## src/core/lpddr_cmd_pkg.sv

```systemverilog
// constants shared by the command decode and bank state logic
// assumes a single 100 MHz clock domain; no bus, all bits are ports
package lpddr_cmd_pkg;

    // ------------------------------------------------------------
    // widths
    // ------------------------------------------------------------
    localparam int NUM_BANKS  = 4;
    localparam int ADDR_W     = 13;
    localparam int BANK_W     = 2;
    localparam int BURST_W    = 4;

    // ------------------------------------------------------------
    // address field positions
    // ------------------------------------------------------------
    localparam int AP_BIT     = 10;

    // ------------------------------------------------------------
    // mode register set targets (bank select value)
    // ------------------------------------------------------------
    localparam logic [1:0] MRS_TGT_MODE   = 2'h0;
    localparam logic [1:0] MRS_TGT_STATUS = 2'h1;
    localparam logic [1:0] MRS_TGT_EXT    = 2'h2;

    // ------------------------------------------------------------
    // reset values and timing counts
    // ------------------------------------------------------------
    localparam logic [BURST_W-1:0] BURST_LEN_RST = 4'h4;
    localparam int CLK_PERIOD_NS              = 10;
    localparam int POWER_DOWN_EXIT_TIME_NS    = 20;
    localparam int SELF_REFRESH_EXIT_TIME_NS  = 120;
    localparam int PD_EXIT_CYC = (POWER_DOWN_EXIT_TIME_NS + CLK_PERIOD_NS - 1) / CLK_PERIOD_NS;
    localparam int SR_EXIT_CYC = (SELF_REFRESH_EXIT_TIME_NS + CLK_PERIOD_NS - 1) / CLK_PERIOD_NS;
    localparam int EXIT_W      = 8;

    // ------------------------------------------------------------
    // decoded commands
    // ------------------------------------------------------------
    typedef enum logic [8:0] {
        CMD_NOP     = 9'h001,
        CMD_ACT     = 9'h002,
        CMD_RD      = 9'h004,
        CMD_WR      = 9'h008,
        CMD_BST     = 9'h010,
        CMD_PRE     = 9'h020,
        CMD_REF     = 9'h040,
        CMD_MRS     = 9'h080,
        CMD_DESEL   = 9'h100
    } cmd_e;

    // per-bank state
    typedef enum logic [3:0] {
        BANK_IDLE   = 4'h1,
        BANK_ACTIVE = 4'h2,
        BANK_READ   = 4'h4,
        BANK_WRITE  = 4'h8
    } bank_e;

    // device power state
    typedef enum logic [4:0] {
        PWR_ON      = 5'h01,
        PWR_PRE_PD  = 5'h02,
        PWR_ACT_PD  = 5'h04,
        PWR_SELF    = 5'h08,
        PWR_DEEP    = 5'h10
    } pwr_e;

endpackage : lpddr_cmd_pkg

```

## src/core/lpddr_cmd_bank.sv

```systemverilog
// command decoder, per-bank state tracker and power state of a four-bank memory
// assumes all pins are synchronous to clk (rising edge of the true clock)
`timescale 1ns/1ps

module lpddr_cmd_bank
    import lpddr_cmd_pkg::*;
(
    // clock and reset
    input  wire logic                 clk,
    input  wire logic                 rst,
    // command pins
    input  wire logic                 chip_sel_n,
    input  wire logic                 row_strobe_n,
    input  wire logic                 col_strobe_n,
    input  wire logic                 write_en_n,
    input  wire logic                 clock_enable_now,
    input  wire logic                 bank_select_bit0,
    input  wire logic                 bank_select_bit1,
    input  wire logic [ADDR_W-1:0]    addr,
    input  wire logic                 write_mask,
    input  wire logic                 write_beat,
    // bank and burst status
    output logic [4*NUM_BANKS-1:0]    bank_state,
    output logic [ADDR_W-1:0]         col_addr,
    output logic [BANK_W-1:0]         burst_bank,
    output logic                      auto_close_row,
    output logic                      beat_store,
    // mode register contents
    output logic [ADDR_W-1:0]         mode_reg,
    output logic [ADDR_W-1:0]         ext_mode_reg,
    output logic                      status_reg_read,
    // power and refresh status
    output logic [4:0]                power_state,
    output logic                      exit_busy,
    output logic [BANK_W-1:0]         refresh_bank,
    output logic                      refresh_pulse
);

    // ------------------------------------------------------------
    // decoding
    // ------------------------------------------------------------
    // pin pattern decode
    function automatic cmd_e decode(input logic cs_n, input logic ras_n, input logic cas_n, input logic we_n);
        cmd_e c;
        c = CMD_NOP;
        if (cs_n) begin
            c = CMD_DESEL;
        end else begin
            case ({ras_n, cas_n, we_n})
                3'h3:    c = CMD_ACT;
                3'h5:    c = CMD_RD;
                3'h4:    c = CMD_WR;
                3'h2:    c = CMD_PRE;   // precharge pattern
                3'h1:    c = CMD_REF;
                3'h0:    c = CMD_MRS;
                3'h6:    c = CMD_BST;
                default: c = CMD_NOP;   // all-high is no-op
            endcase
        end
        return c;
    endfunction : decode

    logic [BANK_W-1:0] bank_addr;
    cmd_e              cmd;
    logic              is_nop;
    assign bank_addr = {bank_select_bit1, bank_select_bit0};
    assign cmd       = decode(chip_sel_n, row_strobe_n, col_strobe_n, write_en_n);
    assign is_nop    = (cmd == CMD_NOP) || (cmd == CMD_DESEL);

    // ------------------------------------------------------------
    // clock enable history and power state
    // ------------------------------------------------------------
    logic              clock_enable_prev_q, clock_enable_prev_d;
    pwr_e              pwr_q, pwr_d;
    logic [EXIT_W-1:0] exit_cnt_q, exit_cnt_d;
    logic              all_idle;
    logic              cmd_ok;
    bank_e             bank_q [NUM_BANKS], bank_d [NUM_BANKS];

    // all banks idle is the precharge power down condition
    always_comb begin
        all_idle = 1'b1;
        for (int i = 0; i < NUM_BANKS; i++) begin
            if (bank_q[i] != BANK_IDLE) begin
                all_idle = 1'b0;
            end
        end
    end

    // bank rules only with enable high twice and exit done
    assign cmd_ok = clock_enable_prev_q && clock_enable_now && (exit_cnt_q == '0) && (pwr_q == PWR_ON);

    // power transitions from enable history
    always_comb begin
        pwr_d               = pwr_q;
        exit_cnt_d          = exit_cnt_q;
        clock_enable_prev_d = clock_enable_now;
        if (exit_cnt_q != '0) begin
            exit_cnt_d = exit_cnt_q - 1'b1;
        end
        case (pwr_q)
            PWR_ON: begin
                if (clock_enable_prev_q && !clock_enable_now && exit_cnt_q == '0) begin
                    if (is_nop) begin
                        pwr_d = all_idle ? PWR_PRE_PD : PWR_ACT_PD;
                    end else if (cmd == CMD_REF) begin
                        pwr_d = PWR_SELF;
                    end else if (cmd == CMD_BST) begin
                        pwr_d = PWR_DEEP;
                    end
                end
            end
            default: begin
                // hold while low, exit on rising with nop
                if (!clock_enable_prev_q && clock_enable_now && is_nop) begin
                    pwr_d = PWR_ON;
                    if (pwr_q == PWR_SELF) begin
                        exit_cnt_d = EXIT_W'(SR_EXIT_CYC);
                    end else if (pwr_q != PWR_DEEP) begin
                        exit_cnt_d = EXIT_W'(PD_EXIT_CYC);
                    end
                end
            end
        endcase
    end

    always_ff @(posedge clk or posedge rst) begin
        if (rst) begin
            clock_enable_prev_q <= 1'b0;
            pwr_q               <= PWR_ON;
            exit_cnt_q          <= '0;
        end else begin
            clock_enable_prev_q <= clock_enable_prev_d;
            pwr_q               <= pwr_d;
            exit_cnt_q          <= exit_cnt_d;
        end
    end

    // ------------------------------------------------------------
    // per-bank state
    // ------------------------------------------------------------
    logic [ADDR_W-1:0] col_q, col_d;
    logic [BANK_W-1:0] bb_q, bb_d;
    logic              ap_q, ap_d;
    logic [ADDR_W-1:0] mr_q, mr_d, emr_q, emr_d;
    logic              srr_q, srr_d;
    logic [BANK_W-1:0] ref_cnt_q, ref_cnt_d;
    logic              ref_p_q, ref_p_d;

    always_comb begin
        bank_d    = bank_q;
        col_d     = col_q;
        bb_d      = bb_q;
        ap_d      = ap_q;
        mr_d      = mr_q;
        emr_d     = emr_q;
        srr_d     = srr_q;
        ref_cnt_d = ref_cnt_q;
        ref_p_d   = 1'b0;
        if (cmd_ok) begin
            case (cmd)
                CMD_ACT: begin
                    if (bank_q[bank_addr] == BANK_IDLE) begin
                        bank_d[bank_addr] = BANK_ACTIVE;
                    end
                end
                CMD_RD, CMD_WR: begin
                    // open or bursting bank starts new burst
                    if (bank_q[bank_addr] != BANK_IDLE || srr_q) begin
                        col_d = addr;
                        bb_d  = bank_addr;
                        ap_d  = addr[AP_BIT];
                        if (srr_q) begin
                            srr_d = 1'b0;
                        end else if (addr[AP_BIT]) begin
                            // auto precharge burst returns bank to idle as burst is not modelled in length
                            bank_d[bank_addr] = BANK_IDLE;
                        end else begin
                            bank_d[bank_addr] = (cmd == CMD_RD) ? BANK_READ : BANK_WRITE;
                        end
                    end
                end
                CMD_PRE: begin
                    if (addr[AP_BIT]) begin
                        for (int i = 0; i < NUM_BANKS; i++) begin
                            bank_d[i] = BANK_IDLE;
                        end
                    end else begin
                        bank_d[bank_addr] = BANK_IDLE;
                    end
                end
                CMD_BST: begin
                    if (bank_q[bb_q] == BANK_READ) begin
                        bank_d[bb_q] = BANK_ACTIVE;
                    end
                end
                CMD_REF: begin
                    if (all_idle) begin
                        ref_cnt_d = ref_cnt_q + 1'b1;
                        ref_p_d   = 1'b1;
                    end
                end
                CMD_MRS: begin
                    if (all_idle) begin
                        if (bank_addr == MRS_TGT_MODE) begin
                            mr_d = addr;
                        end else if (bank_addr == MRS_TGT_EXT) begin
                            emr_d = addr;
                        end else if (bank_addr == MRS_TGT_STATUS) begin
                            srr_d = 1'b1;
                        end
                    end
                end
                default: begin
                end
            endcase
        end
    end

    always_ff @(posedge clk or posedge rst) begin
        if (rst) begin
            for (int i = 0; i < NUM_BANKS; i++) begin
                bank_q[i] <= BANK_IDLE;
            end
            col_q     <= '0;
            bb_q      <= '0;
            ap_q      <= 1'b0;
            mr_q      <= '0;
            emr_q     <= '0;
            srr_q     <= 1'b0;
            ref_cnt_q <= '0;
            ref_p_q   <= 1'b0;
        end else begin
            bank_q    <= bank_d;
            col_q     <= col_d;
            bb_q      <= bb_d;
            ap_q      <= ap_d;
            mr_q      <= mr_d;
            emr_q     <= emr_d;
            srr_q     <= srr_d;
            ref_cnt_q <= ref_cnt_d;
            ref_p_q   <= ref_p_d;
        end
    end

    // ------------------------------------------------------------
    // outputs
    // ------------------------------------------------------------
    generate
        for (genvar g = 0; g < NUM_BANKS; g++) begin : g_state
            assign bank_state[4*g +: 4] = bank_q[g];
        end
    endgenerate
    assign beat_store      = write_beat && !write_mask && (bank_q[bb_q] == BANK_WRITE);
    assign col_addr        = col_q;
    assign burst_bank      = bb_q;
    assign auto_close_row  = ap_q;
    assign mode_reg        = mr_q;
    assign ext_mode_reg    = emr_q;
    assign status_reg_read = srr_q;
    assign power_state     = pwr_q;
    assign exit_busy       = (exit_cnt_q != '0);
    assign refresh_bank    = ref_cnt_q;
    assign refresh_pulse   = ref_p_q;

    // ------------------------------------------------------------
    // checks
    // ------------------------------------------------------------
    chk_pd_entry: assert property (@(posedge clk) disable iff (rst)
        (pwr_q == PWR_ON && clock_enable_prev_q && !clock_enable_now && exit_cnt_q == '0 && is_nop && all_idle)
        |=> (pwr_q == PWR_PRE_PD))
        else $error("precharge power down not entered");
    chk_self_entry: assert property (@(posedge clk) disable iff (rst)
        (pwr_q == PWR_ON && clock_enable_prev_q && !clock_enable_now && exit_cnt_q == '0 && cmd == CMD_REF)
        |=> (pwr_q == PWR_SELF))
        else $error("self refresh not entered");
    chk_deep_entry: assert property (@(posedge clk) disable iff (rst)
        (pwr_q == PWR_ON && clock_enable_prev_q && !clock_enable_now && exit_cnt_q == '0 && cmd == CMD_BST)
        |=> (pwr_q == PWR_DEEP))
        else $error("deep power down not entered");
    chk_pd_hold: assert property (@(posedge clk) disable iff (rst)
        (pwr_q != PWR_ON && !clock_enable_prev_q && !clock_enable_now) |=> $stable(pwr_q))
        else $error("low power state not held");
    chk_sr_exit: assert property (@(posedge clk) disable iff (rst)
        (pwr_q == PWR_SELF && pwr_d == PWR_ON) |=> exit_busy [*8] ##1 exit_busy [*4] ##1 !exit_busy)
        else $error("self refresh exit time wrong");
    chk_pre_all: assert property (@(posedge clk) disable iff (rst)
        (cmd_ok && cmd == CMD_PRE && addr[AP_BIT]) |=> all_idle)
        else $error("precharge all left a bank open");
    chk_act_bank: assert property (@(posedge clk) disable iff (rst)
        (cmd_ok && cmd == CMD_ACT && bank_q[bank_addr] == BANK_IDLE) |=> bank_q[$past(bank_addr)] == BANK_ACTIVE)
        else $error("activate did not open row");
    chk_rd_burst: assert property (@(posedge clk) disable iff (rst)
        (cmd_ok && cmd == CMD_RD && !srr_q && !addr[AP_BIT] && bank_q[bank_addr] != BANK_IDLE)
        |=> (bank_q[bb_q] == BANK_READ && col_addr == $past(addr)))
        else $error("read burst not started");
    chk_mask: assert property (@(posedge clk) disable iff (rst)
        write_mask |-> !beat_store)
        else $error("masked beat stored");

endmodule : lpddr_cmd_bank

```

## config.mk

```make
export PLATFORM = sky130hd
export DESIGN_NAME = lpddr_cmd_bank
export DESIGN_NICKNAME = d
export VERILOG_FILES = /design/src/core/lpddr_cmd_pkg.sv /design/src/core/lpddr_cmd_bank.sv
export SDC_FILE = /design/constraint.sdc
export NUM_CORES = 1
export LEC_CHECK = 0
export ABC_AREA = 1
export BUFFER_PORTS_ARGS = -buffer_cell sky130_fd_sc_hd__clkbuf_2
export CORE_MARGIN = 2
export CORE_UTILIZATION = 55
export DETAILED_ROUTE_END_ITERATION = 10
export GPL_TIMING_DRIVEN = 0
export MAX_ROUTING_LAYER = met4
export PLACE_DENSITY = 0.81
export SLEW_MARGIN = 20
export SYNTH_ARGS = -nofsm -noshare
export SYNTH_HDL_FRONTEND = slang
export SYNTH_SLANG_ARGS = --single-unit
```

## constraint.sdc

```tcl
create_clock -name clk -period 3.4 [get_ports clk]
set_clock_uncertainty 0.1 [all_clocks]
set_input_delay 0.68 -clock clk [delete_from_list [all_inputs] [get_ports clk]]
set_output_delay 0.68 -clock clk [all_outputs]
set_load 0.05 [all_outputs]
```

==> impl_metrics.tcl <==
set metrics [dict create \
    grt_overflow 0 \
    ir_worst_vdd_v 0.000235 \
    clk_pin_slew_ps 90 \
    cp-startpoint "burst_bank[0]" \
    drt-total-wl_um 12200 \
    yosys_warnings 0 \
    diodes 0 \
    largest_reg_flops 16 \
    die_h_um 92.1 \
    drt.antenna.violating_nets 0 \
    wl_per_cell_um 15.5 \
    run_status "finished, final reports clean" \
    max_slew.worst_pin.slew_ps 732 \
    syn-num-nets 605 \
    io_buffers 92 \
    synth_seq_cells 75 \
    required_ps 2620 \
    r2r_cells 10 \
    postCtsHoldBufs 0 \
    grt_max_degree 43 \
    place_congestion 0.989 \
    drive_gt1_frac 0.234 \
    crit_path_end_kind "output pin" \
    setup_viol 0 \
    p_clk_frac 0.291 \
    vias 4299 \
    synthCells 580 \
    synth_area_sq_um 4270 \
    period_minus_slack_ps 2800 \
    rows 32 \
    start_util 0.561 \
    post-route-period-util 0.824 \
    drtPass1Iterations 5 \
    synth_flop_cell "dfrtp_1" \
    cts_root_buffer "clkbuf_8" \
    dieArea_sq_um 8480 \
    synth_top_area_frac 0.411 \
    path_class "flip-flop to output pin" \
    hold_violations 0 \
    fillerInstances 679 \
    critPathLaunchType "flip-flop" \
    drcViolationCount 0 \
    fin_ws_ps 598 \
    reg2reg_from "exit_cnt_q[0]" \
    h-tree-depth 3 \
    dpl.hpwl_um 9110 \
    cts_tree "yes" \
    numCtsBuffers 9 \
    yosysSeqAreaShare 0.441 \
    worst_hold_slack_ps 223 \
    cap_violations 0 \
    numClockSinks 75 \
    synth_largest_area_cell "dfrtp_1" \
    die_x_um 92.1 \
    p_seq_frac 0.430 \
    powerDensity_nw_per_um2 486 \
    synth.distinct_cells 35 \
    endpoint "beat_store" \
    io_pins 93 \
    p_sw_uw 947 \
    area_growth_pct 19.2 \
    synthTopCellsByCount "150 x nand2_1, 82 x inv_1, 70 x dfrtp_1, 54 x nor2_1, 47 x nand3_1" \
    vias_per_cell 5.43 \
    nets 709 \
    synthArstFlopShare 1.00 \
    slew_violations 0 \
    yosys-top-cells-area "dfrtp_1 41%, nand2_1 13%, inv_1 7.2%, nand3_1 5.5%, o21ai_0 5.3%" \
    synth_edf_count 0 \
    leakage_nw 2.76 \
    rsz0062_at_grt "false" \
    worst-path-max-fanout 10 \
    insertion_delay_ps 350 \
    synth_area_per_cell_sq_um 7.35 \
    final_util 0.668 \
    cts_resized 0 \
    clockBufferDepth 2 \
    hp-class "input pin to async pin" \
    grt_pass1_wl_um 20300 \
    netSwitchingFraction 0.383 \
    antenna_found_initial 0 \
    cts_setup_buffers 0 \
    arrival_ps 2020 \
    slew_headroom 0.510 \
    p_int_mw 1.52 \
    yosysMostFrequentCell "nand2_1" \
    r2r_setup_slack_ps 1210 \
    drtIter0Drc 426 \
    power_frac_comb 0.279 \
    core_area_sq_um 7610 \
    grt_pass1_vias 4146 \
    place_ws_ps 975 \
    timing.rr.end "ext_mode_reg[12]" \
    finalSetupTns_ps 0 \
    grtUsageTotal 0.311 \
    fmax_mhz 357 \
]
==> cell usage in the layout (no fill, tap or decap), types with 2 or more instances in the layout <==
master,n
nor2_1,54
clkinv_4,2
o21ai_1,12
xor2_1,4
inv_1,81
clkbuf_1,3
nor3_1,9
clkbuf_8,10
nand4_1,26
nand4_4,2
dfrtp_1,70
nand2_2,7
xnor2_1,3
nor2_2,4
nand2_1,150
buf_2,8
nand3_2,3
dfstp_2,5
buf_6,3
clkbuf_2,92
a21oi_1,16
nand3_1,47
inv_4,2
nand2_4,4
nor4_1,2
o21ai_0,45
a21boi_0,2
inv_6,2
inv_2,8
==> area by class of cell <==
class / instances / area (sq um) / share of cell area
clock buffer: 10 / 128 / 0.0251
multi-input combinational: 398 / 1940 / 0.381
clock inverter: 6 / 72.6 / 0.0143
tap: 102 / 128 / 0.0251
sequential: 75 / 1880 / 0.371
timing repair buffer: 93 / 480 / 0.0945
buffer: 15 / 103 / 0.0202
inverter: 92 / 350 / 0.0689
==> per-stage QoR <==
step / power (mW) / instances / area (sq um)
after floorplan: 1.58 / 580 / 4270
after global placement: 1.73 / 774 / 4860
after detailed placement: 1.76 / 775 / 4880
after CTS: 2.47 / 791 / 5080
after global routing: 2.60 / 791 / 5080
final: 2.47 / 791 / 5080
==> worst min path at each step <==
stage,to,cells past startpoint,from
after floorplan,exit_cnt_q[0],1,exit_cnt_q[0]
after global placement,exit_cnt_q[0],1,exit_cnt_q[0]
after detailed placement,mode_reg[11],2,mode_reg[11]
after CTS,ext_mode_reg[8],2,rst
after global routing,refresh_bank[0],2,rst
final,refresh_bank[0],2,rst
==> power by group through the flow <==
stage / Clock (mW) / Sequential, mW / Combinational (mW)
3_3_place_gp: 0 / 1.07 / 0.651
4_1_cts: 0.726 / 1.06 / 0.685
6_report: 0.719 / 1.06 / 0.689
5_1_grt: 0.759 / 1.08 / 0.762
2_1_floorplan: 0 / 1.19 / 0.391
3_5_place_dp: 0 / 1.08 / 0.683
==> worst max-delay path, stage by stage, from the launching register on <==
cell	delay (ps)
dfrtp_1	410
buf_2	200
nor2_1	300
nand2_1	90
nand2_1	80
nor2_1	60
nor4_2	230
clkbuf_2	310
==> kinds of logic after synthesis <==
family | after synthesis | synth area share
adders and majority gates | 1 | 0.00293
DFF | 75 | 0.441
buffers and inverters | 107 | 0.106
xor gates and xnor gates | 7 | 0.0144
and+or+nand+nor | 312 | 0.339
AOI/OAI and AO/OA | 78 | 0.0968
==> routing by layer <==
metal	wire [um]	global-route usage	vias up
li1	-	-	2065
met1	5680	0.454	2019
met2	5500	0.458	202
met3	927	0.0362	13
met4	144	0.0945	0
met5	0	-	-
(Power assumes the default switching activity.)
